File: src/pcseq_regs.svh
// What this block does
// - Ten-bit counter, two-bit high, eight-bit low.
// - Counter advances by one per instruction.
// - Jump or call loads full ten-bit target.
// - Nine skip instructions advance counter by two.
// - Bit test skips when bit matches polarity.
// - Compare skips when accumulator equals operand.
// - Increment skips only on wrap to zero.
// - Decrement skips only when one becomes zero.
// - Add overflow on low byte bumps high.
// - High byte never decrements on borrow.
// - Move to low byte jumps within page.
// - Two pointers address RAM: bank, location.
// - Pointers address table reads, also working registers.
// - Table read: high byte result, low accumulator.
// - Immediate RAM moves only to 0x80..0x87.
// - Bank-0 move links accumulator and RAM.
// - Four-level return stack saves the counter.
// - Push decrements pointer, pop increments it.
// - Returns restore the newest saved counter.
`ifndef PCSEQ_REGS_SVH
`define PCSEQ_REGS_SVH

// ---------------------------------------------------------------------
// Register indices; byte address is four times the index.
// ---------------------------------------------------------------------
`define IDX_TABLE_HIGH 8'h82
`define IDX_POINTER_LOW 8'h83
`define IDX_POINTER_BANK 8'h84
`define IDX_COUNTER_LOW 8'hCE
`define IDX_COUNTER_HIGH 8'hCF
`define IDX_STACK_LEVEL 8'hDF

// ---------------------------------------------------------------------
// Reset values and arithmetic constants.
// ---------------------------------------------------------------------
`define PC_RESET 10'h000
`define PTR_RESET 8'h00
`define STACK_LEVEL_RESET_BIT 1'b1
`define PC_STEP 10'h001
`define PC_SKIP_STEP 10'h002
`define INC_SKIP_FROM 8'hFF
`define DEC_SKIP_FROM 8'h01
`define IMM_RAM_FIRST 8'h80
`define IMM_RAM_LAST 8'h87

`endif

File: src/pcseq_pkg.sv
`default_nettype none

package pcseq_pkg;

  // Instruction classes that the sequencer acts upon.
  typedef enum logic [4:0] {
    OP_NEXT = 5'h00,
    OP_JUMP = 5'h01,
    OP_CALL = 5'h02,
    OP_INT_ENTRY = 5'h03,
    OP_RETURN = 5'h04,
    OP_INTERRUPT_RETURN = 5'h05,
    OP_COMPARE_SKIP = 5'h06,
    OP_INCREMENT_SKIP = 5'h07,
    OP_INCREMENT_MEMORY_SKIP = 5'h08,
    OP_DECREMENT_SKIP = 5'h09,
    OP_DECREMENT_MEMORY_SKIP = 5'h0A,
    OP_BIT_CLEAR_SKIP = 5'h0B,
    OP_BIT_SET_SKIP = 5'h0C,
    OP_BANK0_BIT_CLEAR_SKIP = 5'h0D,
    OP_BANK0_BIT_SET_SKIP = 5'h0E,
    OP_ADD_LOW = 5'h0F,
    OP_SUB_LOW = 5'h10,
    OP_MOVE_LOW = 5'h11,
    OP_TABLE_READ = 5'h12,
    OP_MOVE_IMMEDIATE = 5'h13,
    OP_BANK0_MOVE_TO_RAM = 5'h14,
    OP_BANK0_MOVE_TO_ACC = 5'h15
  } op_t;

endpackage

`default_nettype wire

File: src/pc_sequencer_and_pointers.sv
`include "pcseq_regs.svh"
`default_nettype none

module pc_sequencer_and_pointers #(
  parameter int STACK_LEVELS = 4
) (
  // Clock and reset.
  input wire logic I_CLK,
  input wire logic I_NRST,
  // APB slave.
  input wire logic [11:0] I_PADDR,
  input wire logic I_PSEL,
  input wire logic I_PENABLE,
  input wire logic I_PWRITE,
  input wire logic [31:0] I_PWDATA,
  input wire logic [3:0] I_PSTRB,
  output logic [31:0] O_PRDATA,
  output logic O_PREADY,
  output logic O_PSLVERR,
  // Instruction execution from the core.
  input wire logic I_EXEC,
  input wire pcseq_pkg::op_t I_OP,
  input wire logic [7:0] I_ACC,
  input wire logic [7:0] I_DATA,
  input wire logic I_CARRY,
  input wire logic [2:0] I_BIT,
  input wire logic [7:0] I_ADDR,
  input wire logic [9:0] I_TARGET,
  // Program memory word for table reads.
  input wire logic [15:0] I_ROM_WORD,
  // Sequencer state.
  output logic [9:0] O_PC,
  output logic O_BUSY,
  output logic [$clog2(STACK_LEVELS)-1:0] O_STACK_LEVEL,
  // Writes back to the accumulator and data memory.
  output logic O_ACC_WR,
  output logic [7:0] O_ACC_DATA,
  output logic O_RAM_WR,
  output logic [7:0] O_RAM_ADDR,
  output logic [7:0] O_RAM_DATA,
  output logic O_IMM_REFUSED,
  // Pointer addresses.
  output logic [15:0] O_IND_ADDR,
  output logic [15:0] O_ROM_ADDR
);

  localparam int SPW = $clog2(STACK_LEVELS);

  // Only power-of-two depths of at least two wrap the pointer correctly.
  generate
    if (STACK_LEVELS < 2 || (1 << SPW) != STACK_LEVELS) begin : g_bad_depth
      $error("STACK_LEVELS must be a power of two of at least two.");
    end
  endgenerate

  // ---------------------------------------------------------------------
  // State.
  // ---------------------------------------------------------------------
  logic [9:0] pc;
  logic [7:0] table_high_result;
  logic [7:0] pointer_low;
  logic [7:0] pointer_bank;
  logic [SPW-1:0] stack_level_pointer;
  logic [9:0] stack_mem [STACK_LEVELS];
  logic busy;

  // Accepted instruction, skip decision and the counter's next value.
  logic go;
  logic skip;
  logic push;
  logic pop;
  logic [8:0] low_sum;
  logic [9:0] next_pc;
  logic [9:0] push_value;
  logic [SPW-1:0] push_idx;
  logic [SPW-1:0] pop_idx;
  logic imm_ok;
  logic core_ram_wr;

  // APB decode.
  logic apb_access;
  logic apb_wr;
  logic [7:0] reg_idx;
  logic mapped;
  logic [7:0] read_value;

  assign go = I_EXEC & ~busy;
  assign push = go & (I_OP == pcseq_pkg::OP_CALL || I_OP == pcseq_pkg::OP_INT_ENTRY);
  assign pop = go & (I_OP == pcseq_pkg::OP_RETURN ||
                     I_OP == pcseq_pkg::OP_INTERRUPT_RETURN);
  // The newest entry sits one above the pointer; a push fills the slot below.
  assign push_idx = ~stack_level_pointer;
  assign pop_idx = ~SPW'(stack_level_pointer + 1'b1);
  assign imm_ok = (I_ADDR >= `IMM_RAM_FIRST) && (I_ADDR <= `IMM_RAM_LAST);
  assign core_ram_wr = go & ((I_OP == pcseq_pkg::OP_MOVE_IMMEDIATE && imm_ok) ||
                             I_OP == pcseq_pkg::OP_BANK0_MOVE_TO_RAM);

  // Data written to RAM: the immediate for immediate moves, else the accumulator.
  function automatic logic [7:0] ram_write_value();
    return (I_OP == pcseq_pkg::OP_MOVE_IMMEDIATE) ? I_DATA : I_ACC;
  endfunction

  // ---------------------------------------------------------------------
  // Skip decision and next counter value.
  // ---------------------------------------------------------------------

  // Decides whether the instruction after the current one is skipped.
  always_comb begin
    unique case (I_OP)
      pcseq_pkg::OP_COMPARE_SKIP: begin
        skip = (I_ACC == I_DATA);
      end
      pcseq_pkg::OP_INCREMENT_SKIP, pcseq_pkg::OP_INCREMENT_MEMORY_SKIP: begin
        skip = (I_DATA == `INC_SKIP_FROM);
      end
      pcseq_pkg::OP_DECREMENT_SKIP, pcseq_pkg::OP_DECREMENT_MEMORY_SKIP: begin
        skip = (I_DATA == `DEC_SKIP_FROM);
      end
      pcseq_pkg::OP_BIT_CLEAR_SKIP, pcseq_pkg::OP_BANK0_BIT_CLEAR_SKIP: begin
        skip = ~I_DATA[I_BIT];
      end
      pcseq_pkg::OP_BIT_SET_SKIP, pcseq_pkg::OP_BANK0_BIT_SET_SKIP: begin
        skip = I_DATA[I_BIT];
      end
      default: begin
        skip = 1'b0;
      end
    endcase
  end

  // Low byte plus accumulator, with the carry out feeding the high byte.
  assign low_sum = {1'b0, pc[7:0]} + {1'b0, I_ACC} + {8'h00, I_CARRY};

  // Picks the address of the next instruction.
  always_comb begin
    push_value = (I_OP == pcseq_pkg::OP_CALL) ? 10'(pc + `PC_STEP) : pc;
    unique case (I_OP)
      pcseq_pkg::OP_JUMP, pcseq_pkg::OP_CALL, pcseq_pkg::OP_INT_ENTRY: begin
        next_pc = I_TARGET;
      end
      pcseq_pkg::OP_RETURN, pcseq_pkg::OP_INTERRUPT_RETURN: begin
        next_pc = stack_mem[pop_idx];
      end
      pcseq_pkg::OP_ADD_LOW: begin
        next_pc = {2'(pc[9:8] + {1'b0, low_sum[8]}), low_sum[7:0]};
      end
      pcseq_pkg::OP_SUB_LOW: begin
        next_pc = {pc[9:8], 8'(pc[7:0] - I_ACC)};
      end
      pcseq_pkg::OP_MOVE_LOW: begin
        next_pc = {pc[9:8], I_ACC};
      end
      default: begin
        next_pc = skip ? 10'(pc + `PC_SKIP_STEP) : 10'(pc + `PC_STEP);
      end
    endcase
  end

  // ---------------------------------------------------------------------
  // APB slave: one wait state, then a one-cycle answer.
  // ---------------------------------------------------------------------
  assign apb_access = I_PSEL & I_PENABLE;
  assign apb_wr = apb_access & O_PREADY & I_PWRITE & I_PSTRB[0];
  assign reg_idx = I_PADDR[9:2];

  // Looks up the addressed register; unmapped words read zero.
  always_comb begin
    mapped = (I_PADDR[11:10] == 2'h0) && (I_PADDR[1:0] == 2'h0);
    read_value = 8'h00;
    unique case (reg_idx)
      `IDX_TABLE_HIGH: read_value = table_high_result;
      `IDX_POINTER_LOW: read_value = pointer_low;
      `IDX_POINTER_BANK: read_value = pointer_bank;
      `IDX_COUNTER_LOW: read_value = pc[7:0];
      `IDX_COUNTER_HIGH: read_value = {6'h00, pc[9:8]};
      `IDX_STACK_LEVEL: read_value = 8'(stack_level_pointer);
      default: mapped = 1'b0;
    endcase
  end

  // Raises ready for one cycle after each setup and registers the answer.
  always_ff @(posedge I_CLK or negedge I_NRST) begin
    if (!I_NRST) begin
      O_PREADY <= 1'b0;
      O_PRDATA <= 32'h0000_0000;
      O_PSLVERR <= 1'b0;
    end else begin
      O_PREADY <= apb_access & ~O_PREADY;
      O_PRDATA <= (apb_access & ~O_PREADY & ~I_PWRITE & mapped) ?
                  {24'h00_0000, read_value} : 32'h0000_0000;
      O_PSLVERR <= apb_access & ~O_PREADY & ~mapped;
    end
  end

  // ---------------------------------------------------------------------
  // Program counter and stack.
  // ---------------------------------------------------------------------

  // Executes one instruction per accepted request; the core beats software.
  always_ff @(posedge I_CLK or negedge I_NRST) begin
    if (!I_NRST) begin
      pc <= `PC_RESET;
    end else if (go) begin
      pc <= next_pc;
    end else if (apb_wr && mapped && reg_idx == `IDX_COUNTER_LOW) begin
      pc <= {pc[9:8], I_PWDATA[7:0]};
    end else if (apb_wr && mapped && reg_idx == `IDX_COUNTER_HIGH) begin
      pc <= {I_PWDATA[1:0], pc[7:0]};
    end
  end

  // Moves the stack pointer down on a push and up on a pop.
  always_ff @(posedge I_CLK or negedge I_NRST) begin
    if (!I_NRST) begin
      stack_level_pointer <= {SPW{`STACK_LEVEL_RESET_BIT}};
    end else if (push) begin
      stack_level_pointer <= SPW'(stack_level_pointer - 1'b1);
    end else if (pop) begin
      stack_level_pointer <= SPW'(stack_level_pointer + 1'b1);
    end else if (apb_wr && mapped && reg_idx == `IDX_STACK_LEVEL) begin
      stack_level_pointer <= I_PWDATA[SPW-1:0];
    end
  end

  // Each stack entry saves the counter when a push selects it.
  generate
    for (genvar e = 0; e < STACK_LEVELS; e++) begin : g_stack
      always_ff @(posedge I_CLK or negedge I_NRST) begin
        if (!I_NRST) begin
          stack_mem[e] <= `PC_RESET;
        end else if (push && push_idx == SPW'(e)) begin
          stack_mem[e] <= push_value;
        end
      end
    end
  endgenerate

  // ---------------------------------------------------------------------
  // Pointer and result registers.
  // ---------------------------------------------------------------------

  // Location pointer: core moves win over software writes.
  always_ff @(posedge I_CLK or negedge I_NRST) begin
    if (!I_NRST) begin
      pointer_low <= `PTR_RESET;
    end else if (core_ram_wr && I_ADDR == `IDX_POINTER_LOW) begin
      pointer_low <= ram_write_value();
    end else if (apb_wr && mapped && reg_idx == `IDX_POINTER_LOW) begin
      pointer_low <= I_PWDATA[7:0];
    end
  end

  // Bank pointer: core moves win over software writes.
  always_ff @(posedge I_CLK or negedge I_NRST) begin
    if (!I_NRST) begin
      pointer_bank <= `PTR_RESET;
    end else if (core_ram_wr && I_ADDR == `IDX_POINTER_BANK) begin
      pointer_bank <= ram_write_value();
    end else if (apb_wr && mapped && reg_idx == `IDX_POINTER_BANK) begin
      pointer_bank <= I_PWDATA[7:0];
    end
  end

  // Result register takes the high table byte, a core move or software.
  always_ff @(posedge I_CLK or negedge I_NRST) begin
    if (!I_NRST) begin
      table_high_result <= `PTR_RESET;
    end else if (busy) begin
      table_high_result <= I_ROM_WORD[15:8];
    end else if (core_ram_wr && I_ADDR == `IDX_TABLE_HIGH) begin
      table_high_result <= ram_write_value();
    end else if (apb_wr && mapped && reg_idx == `IDX_TABLE_HIGH) begin
      table_high_result <= I_PWDATA[7:0];
    end
  end

  // Bank and location pointers drive the indirect RAM port.
  assign O_IND_ADDR = {pointer_bank, pointer_low};

  // ---------------------------------------------------------------------
  // Table read and write-back outputs.
  // ---------------------------------------------------------------------

  // Holds the table address for the one cycle the program memory answers.
  always_ff @(posedge I_CLK or negedge I_NRST) begin
    if (!I_NRST) begin
      busy <= 1'b0;
      O_ROM_ADDR <= 16'h0000;
    end else if (go && I_OP == pcseq_pkg::OP_TABLE_READ) begin
      busy <= 1'b1;
      O_ROM_ADDR <= {pointer_bank, pointer_low};
    end else begin
      busy <= 1'b0;
    end
  end

  // Accumulator write-back for table reads, counting skips and bank-0 loads.
  always_ff @(posedge I_CLK or negedge I_NRST) begin
    if (!I_NRST) begin
      O_ACC_WR <= 1'b0;
      O_ACC_DATA <= 8'h00;
    end else if (busy) begin
      O_ACC_WR <= 1'b1;
      O_ACC_DATA <= I_ROM_WORD[7:0];
    end else if (go && I_OP == pcseq_pkg::OP_INCREMENT_SKIP) begin
      O_ACC_WR <= 1'b1;
      O_ACC_DATA <= 8'(I_DATA + 8'h01);
    end else if (go && I_OP == pcseq_pkg::OP_DECREMENT_SKIP) begin
      O_ACC_WR <= 1'b1;
      O_ACC_DATA <= 8'(I_DATA - 8'h01);
    end else if (go && I_OP == pcseq_pkg::OP_BANK0_MOVE_TO_ACC) begin
      O_ACC_WR <= 1'b1;
      O_ACC_DATA <= I_DATA;
    end else begin
      O_ACC_WR <= 1'b0;
    end
  end

  // Memory write-back for counting skips and moves; bad immediates are refused.
  always_ff @(posedge I_CLK or negedge I_NRST) begin
    if (!I_NRST) begin
      O_RAM_WR <= 1'b0;
      O_RAM_ADDR <= 8'h00;
      O_RAM_DATA <= 8'h00;
      O_IMM_REFUSED <= 1'b0;
    end else begin
      O_RAM_WR <= 1'b0;
      O_IMM_REFUSED <= go & (I_OP == pcseq_pkg::OP_MOVE_IMMEDIATE) & ~imm_ok;
      if (go && I_OP == pcseq_pkg::OP_INCREMENT_MEMORY_SKIP) begin
        O_RAM_WR <= 1'b1;
        O_RAM_ADDR <= I_ADDR;
        O_RAM_DATA <= 8'(I_DATA + 8'h01);
      end else if (go && I_OP == pcseq_pkg::OP_DECREMENT_MEMORY_SKIP) begin
        O_RAM_WR <= 1'b1;
        O_RAM_ADDR <= I_ADDR;
        O_RAM_DATA <= 8'(I_DATA - 8'h01);
      end else if (core_ram_wr) begin
        O_RAM_WR <= 1'b1;
        O_RAM_ADDR <= I_ADDR;
        O_RAM_DATA <= ram_write_value();
      end
    end
  end

  assign O_PC = pc;
  assign O_BUSY = busy;
  assign O_STACK_LEVEL = stack_level_pointer;
endmodule

`default_nettype wire

File: config.mk
export PLATFORM = sky130hd
export DESIGN_NAME = pc_sequencer_and_pointers
export DESIGN_NICKNAME = d
export VERILOG_FILES = /design/src/pcseq_pkg.sv /design/src/pc_sequencer_and_pointers.sv
export VERILOG_INCLUDE_DIRS = /design/src
export SDC_FILE = /design/constraint.sdc
export NUM_CORES = 1
export LEC_CHECK = 0
export ABC_AREA = 1
export BUFFER_PORTS_ARGS = -buffer_cell sky130_fd_sc_hd__buf_2
export CAP_MARGIN = 20
export CORE_ASPECT_RATIO = 1.2
export CORE_MARGIN = 4
export CORE_UTILIZATION = 49
export DETAILED_ROUTE_END_ITERATION = 16
export PLACE_DENSITY = 0.77
export SLEW_MARGIN = 20
export SYNTH_ARGS = -nofsm -noshare
export SYNTH_HDL_FRONTEND = slang
export SYNTH_SLANG_ARGS = --single-unit
File: constraint.sdc
create_clock -name I_CLK -period 2.9 [get_ports I_CLK]
set_clock_uncertainty 0.05 [all_clocks]
set_input_delay 0.435 -clock I_CLK [delete_from_list [all_inputs] [get_ports I_CLK]]
set_output_delay 0.435 -clock I_CLK [all_outputs]
set_load 0.005 [all_outputs]
# == After elaboration in Yosys (flattened, before gate mapping) ==
# Cells that the tools add are included.
# totals
register_bits,130
in_bits,113
word_cells,186
# op_classes
add_sub_neg,10
order_cmp,4
eq_ne,39
muxes,44
bitwise_logic,23
n_reduce_logical,45
# ops
op,count
8-bit two-way mux,19
8-bit == test (second input constant),10
10-bit two-way mux,7
10-bit case mux with 5 select lines,1
8-bit case mux with 6 select lines,1
5-bit by 4-bit == test with 1-bit output (second input constant),8
5-bit == test (second input constant),6
1-bit logical AND,23
10-bit binary-select mux with 2-bit select,1
5-bit by 3-bit == test with 1-bit output (second input constant),4
1-bit AND,14
10-bit by 1-bit adder with 10-bit output (second input constant),1
10-bit by 2-bit adder with 10-bit output (second input constant),1
5-bit by 2-bit == test with 1-bit output (second input constant),2
1-bit two-way mux,10
2-bit OR reduction,5
8-bit by 8-bit adder with 9-bit output,1
9-bit by 1-bit adder with 9-bit output,1
3-bit nonzero test,3
8-bit by 1-bit adder with 8-bit output (second input constant),1
8-bit by 1-bit == test with 1-bit output (second input constant),1
8-bit == test,1
8-bit greater-or-equal comparator (second input constant),1
8-bit <= comparator (second input constant),1
other kinds (24),42

# == Longest topological paths before layout ==
# logic_depth
ltp_word,9
depth_mapped,20
depth_no_buf,18

# == Worst setup path before layout ==
# Ideal clock, no wire load.
# synth_timing
kind,flip-flop to flip-flop
from,register stack_level_pointer[0] (netlist: O_STACK_LEVEL[0])
to,register pc[2] (netlist: O_PC[2])
setup_ps,121
t_arrival_ps,2579
required_time_ps,2729
slack_ps,149
stages_incl_launch_ff,13
n_path_buf,3
synth_period_minus_slack_ps,2751
path_cell_list,dfstp_2 clkbuf_1 clkinv_1 clkbuf_1 ha_1 clkbuf_1 a21oi_1 o21ai_0 a21oi_1 a2111oi_0 nand2_1 nand2_1 nand2_1
# synth_between
elab_chain_cells,8
# synth_lines
item,line,rtl
from (decl),pc_sequencer_and_pointers.sv:63,logic [SPW-1:0] stack_level_pointer;
from (signal assigned),pc_sequencer_and_pointers.sv:215,stack_level_pointer <= {SPW{`STACK_LEVEL_RESET_BIT}};
from (signal assigned),pc_sequencer_and_pointers.sv:217,stack_level_pointer <= SPW'(stack_level_pointer - 1'b1);
from (signal assigned),pc_sequencer_and_pointers.sv:219,stack_level_pointer <= SPW'(stack_level_pointer + 1'b1);
2-bit by 1-bit adder with 2-bit output,pc_sequencer_and_pointers.sv:93,assign pop_idx = ~SPW'(stack_level_pointer + 1'b1);
2-bit inverter,pc_sequencer_and_pointers.sv:93,
2-bit inverter with 3-bit output (not written as such),pc_sequencer_and_pointers.sv:142,next_pc = stack_mem[pop_idx];
10-bit binary-select mux with 2-bit select,pc_sequencer_and_pointers.sv:142,
10-bit two-way mux (not written as such) (2 in a row),pc_sequencer_and_pointers.sv:142,
10-bit case mux with 5 select lines,pc_sequencer_and_pointers.sv:137,unique case (I_OP)
10-bit two-way mux,pc_sequencer_and_pointers.sv:203,end else if (go) begin
to (signal assigned),pc_sequencer_and_pointers.sv:202,pc <= `PC_RESET;
to (signal assigned),pc_sequencer_and_pointers.sv:204,pc <= next_pc;
to (signal assigned),pc_sequencer_and_pointers.sv:206,"pc <= {pc[9:8], I_PWDATA[7:0]};"
to (decl),pc_sequencer_and_pointers.sv:59,logic [9:0] pc;
# No other way between the ends. The select of a mux whose other input is x is not followed.
# A chain may end at the register's enable or synchronous reset.

# == Final worst setup path ==
# layout_timing
from,register pc[0] (netlist: O_PC[0])
to,register pc[4] (netlist: O_PC[4])
# layout_between
elab_chain_cells,4
# layout_lines
item,line,rtl
8-bit by 8-bit adder with 9-bit output (tied with other cells),pc_sequencer_and_pointers.sv:132,"assign low_sum = {1'b0, pc[7:0]} + {1'b0, I_ACC} + {8'h00, I_CARRY};"
9-bit by 1-bit adder with 9-bit output or 10-bit two-way mux (tied branches),"pc_sequencer_and_pointers.sv:132, pc_sequencer_and_pointers.sv:154",
10-bit case mux with 5 select lines (*),pc_sequencer_and_pointers.sv:137,
10-bit two-way mux (*),pc_sequencer_and_pointers.sv:203,
# Every way passes the cells marked *; elsewhere a longest branch is shown, timed or not.

==> metrics.yaml <==
cts_buffers: 17
max-cap-violations: 0
r2r_end: "O_PC[4]"
r2r_slack_ps: 200
synth_top_area_share: 0.372
synth.distinct_cells: 59
grt_usage: 0.292
fp.dieW_um: 129
start_util: 0.505
worst-setup-path-type: "reg2reg"
worstRegToRegCells: 14
cts.clk_slew.worst_paths_ps: 70
synthCells: 1190
crit_fanout: 7
drive_above_1_share: 0.210
final_cell_count_no_fill: 1623
postCtsSetupRepairBufs: 0
regToRegStartpoint: "O_PC[0]"
outcome: "finished clean"
synth_ff_type: "dfrtp_1"
final_common_cell: "nand2_1"
cp.required_ps: 3170
mostFrequentLayoutCells: "nand2_1, buf_2, dfrtp_1, o21ai_0, inv_1"
ir_drop_mv: 0.487
holdPathStages: 3
area_growth_pct: 21.5
tightest_slew_ps: 618
grt_first_pass_wirelength_mm: 45.7
root_buffer: "clkbuf_16"
yosys_warnings: 0
cp-start-kind: "register"
synth_top_area_cell: "dfrtp_1"
synth_seq_area_share: 0.378
powerDensity_mw_per_mm2: 636
dp_cells: 1590
finalHoldViolations: 0
die_area_mm2: 0.0198
clock_sinks: 130
async_flop_share: 1.00
via_per_inst: 5.63
cts_tree: "yes"
post-place-ws_ps: -102
fin_setup_tns_ps: 0
synth_seq_cells: 130
firstDrtPassIters: 5
worstHoldPathType: "in2reg"
rows: 52
io_pins: 219
min_from: "I_ROM_WORD[6]"
wire_per_inst_um: 17.8
max_freq_mhz: 370
endpoint_kind: "register"
clock_path_buffers: 2
vias: 9136
setup-violations-final: 0
antenna_found_initial: 4
hold_end: "O_ACC_DATA[6]"
avgSynthCellArea_um2: 7.23
htree_levels: 4
holdWs_ps: 183
synth_area_mm2: 0.00861
place_congestion: 0.985
drtIter0Drc: 811
rsz0062_at_grt: "no"
grt_pass1_vias: 8649
ys_top_cells_by_area: "dfrtp_1, nand2_1, o21ai_0"
die_h_um: 153
drtAntennaViolNets: 0
grt_max_degree: 50
gr-total-overflow: 0
period_needed_ps: 2700
crit_arrival_ps: 2980
synth_edf_count: 0
dpl.hpwl_mm: 22.5
num_antenna_cells: 0
slew_viol_final: 0
totalWireLength_mm: 28.9
slew_headroom: 0.584
period_share: 0.933
coreArea_mm2: 0.0170
numPortBuffers: 167
setup_ws_ps: 195
p_leak_nw: 5.44
drcViolationCount: 0
finalNetCount: 1534
insertion_delay_ps: 430
-- final cells by class --
| cell class | count | area (µm²) |
|---|---|---|
| clock buffers | 19 | 433 |
| well taps | 216 | 270 |
| multi-input cells | 904 | 4660 |
| fillers | 1596 | 6590 |
| flip-flops and latches | 130 | 3260 |
| inverters | 120 | 452 |
| repair buffers | 221 | 1260 |
| clock inverters | 13 | 126 |
-- registers in the layout (all words and copies together) (netlist names) --
signal and flops:
O_IMM_REFUSED 1, O_RAM_DATA 8, O_BUSY 1, pointer_bank 8, O_ACC_WR 1, O_PSLVERR 1
pointer_low 8, O_ACC_DATA 8, O_STACK_LEVEL 2, O_PC 10, O_RAM_ADDR 8, stack_mem 40
table_high_result 8, O_PRDATA 8, O_RAM_WR 1, O_PREADY 1, O_ROM_ADDR 16
-- cells by family (layout without fill, tap and decap cells) --
| group | after synthesis | count (layout) | synth area share |
|---|---|---|---|
| adder cells (fa/ha/maj) | 27 | 27 | 0.0419 |
| AO/OA/AOI/OAI | 280 | 280 | 0.188 |
| buffers and inverters | 179 | 373 | 0.0932 |
| other | 1 | 24 | 0.000436 |
| XOR/XNOR | 27 | 27 | 0.0275 |
| AND/OR/NAND/NOR | 541 | 541 | 0.264 |
| flip-flops | 130 | 130 | 0.378 |
| multiplexers | 5 | 5 | 0.00639 |
-- critical path: stages (launching register included) --
cell       delay, ps
dfrtp_1          400
buf_4            170
inv_1            170
ha_1             190
inv_1             60
fa_1             380
nand2_1           90
nand2_1           50
a21oi_1          180
nand2_1           80
a2111oi_0        430
buf_4            190
nand2_1           50
nand2_1           60
nand2_1           40
-- how the worst max path moves through the flow --
stage,from,end
finish,O_PC[0],O_PC[4]
global route,O_PC[0],O_PC[4]
CTS,O_PC[0],O_PC[9]
detailed placement,I_ACC[0],O_PC[9]
global placement,I_ACC[0],O_PC[9]
floorplan,O_STACK_LEVEL[0],O_PC[2]
-- metrics by stage --
step,utilization,instance area (µm²),power (W)
6_report,0.613,10500,0.00665
5_1_grt,0.613,10500,0.00704
4_1_cts,0.612,10400,0.00662
3_5_place_dp,0.579,9860,0.00455
3_3_place_gp,0.579,9860,0.00451
2_1_floorplan,-,8700,0.00364
-- routing by layer --
layer / GRT usage / wire length (µm) / share of wire
met1: 0.381 / 11600 / 0.40
met2: 0.481 / 13900 / 0.48
met3: 0.0583 / 2400 / 0.083
met4: 0.105 / 884 / 0.031
met5: 0 / 46 / 0.0016
-- report_power, final --
| group | switching [W] | internal [W] |
|---|---|---|
| Clock | 0.000884 | 0.00119 |
| Combinational | 0.00136 | 0.000837 |
| Sequential | 0.000208 | 0.00217 |
-- cells in the mapped netlist (all sizes together) (2+ instances only) --
cell       n
a211oi    10
a2bb2oi    2
or2        2
o31ai      3
mux2       4
dfrtp    128
a41oi      2
and2       2
a22oi      6
nor4       4
a2111oi    2
xnor2      3
buf       38
o22ai     10
nand4      9
o2111ai    5
nor3      22
o21ai    136
xor2      24
dfstp      2
o211ai     7
clkbuf    21
ha        24
nand2    350
a21oi     67
nor2      86
a31oi     11
fa         3
nand3     63
o21a       3
a221oi     9
clkinv     5
inv      115
-- timing repair --
item,CTS,global route
gates resized for setup,0,8
hold endpoints to repair,36,0
hold buffers,1,0
setup endpoints to repair,0,2
Power figures use the tool's default switching activity.
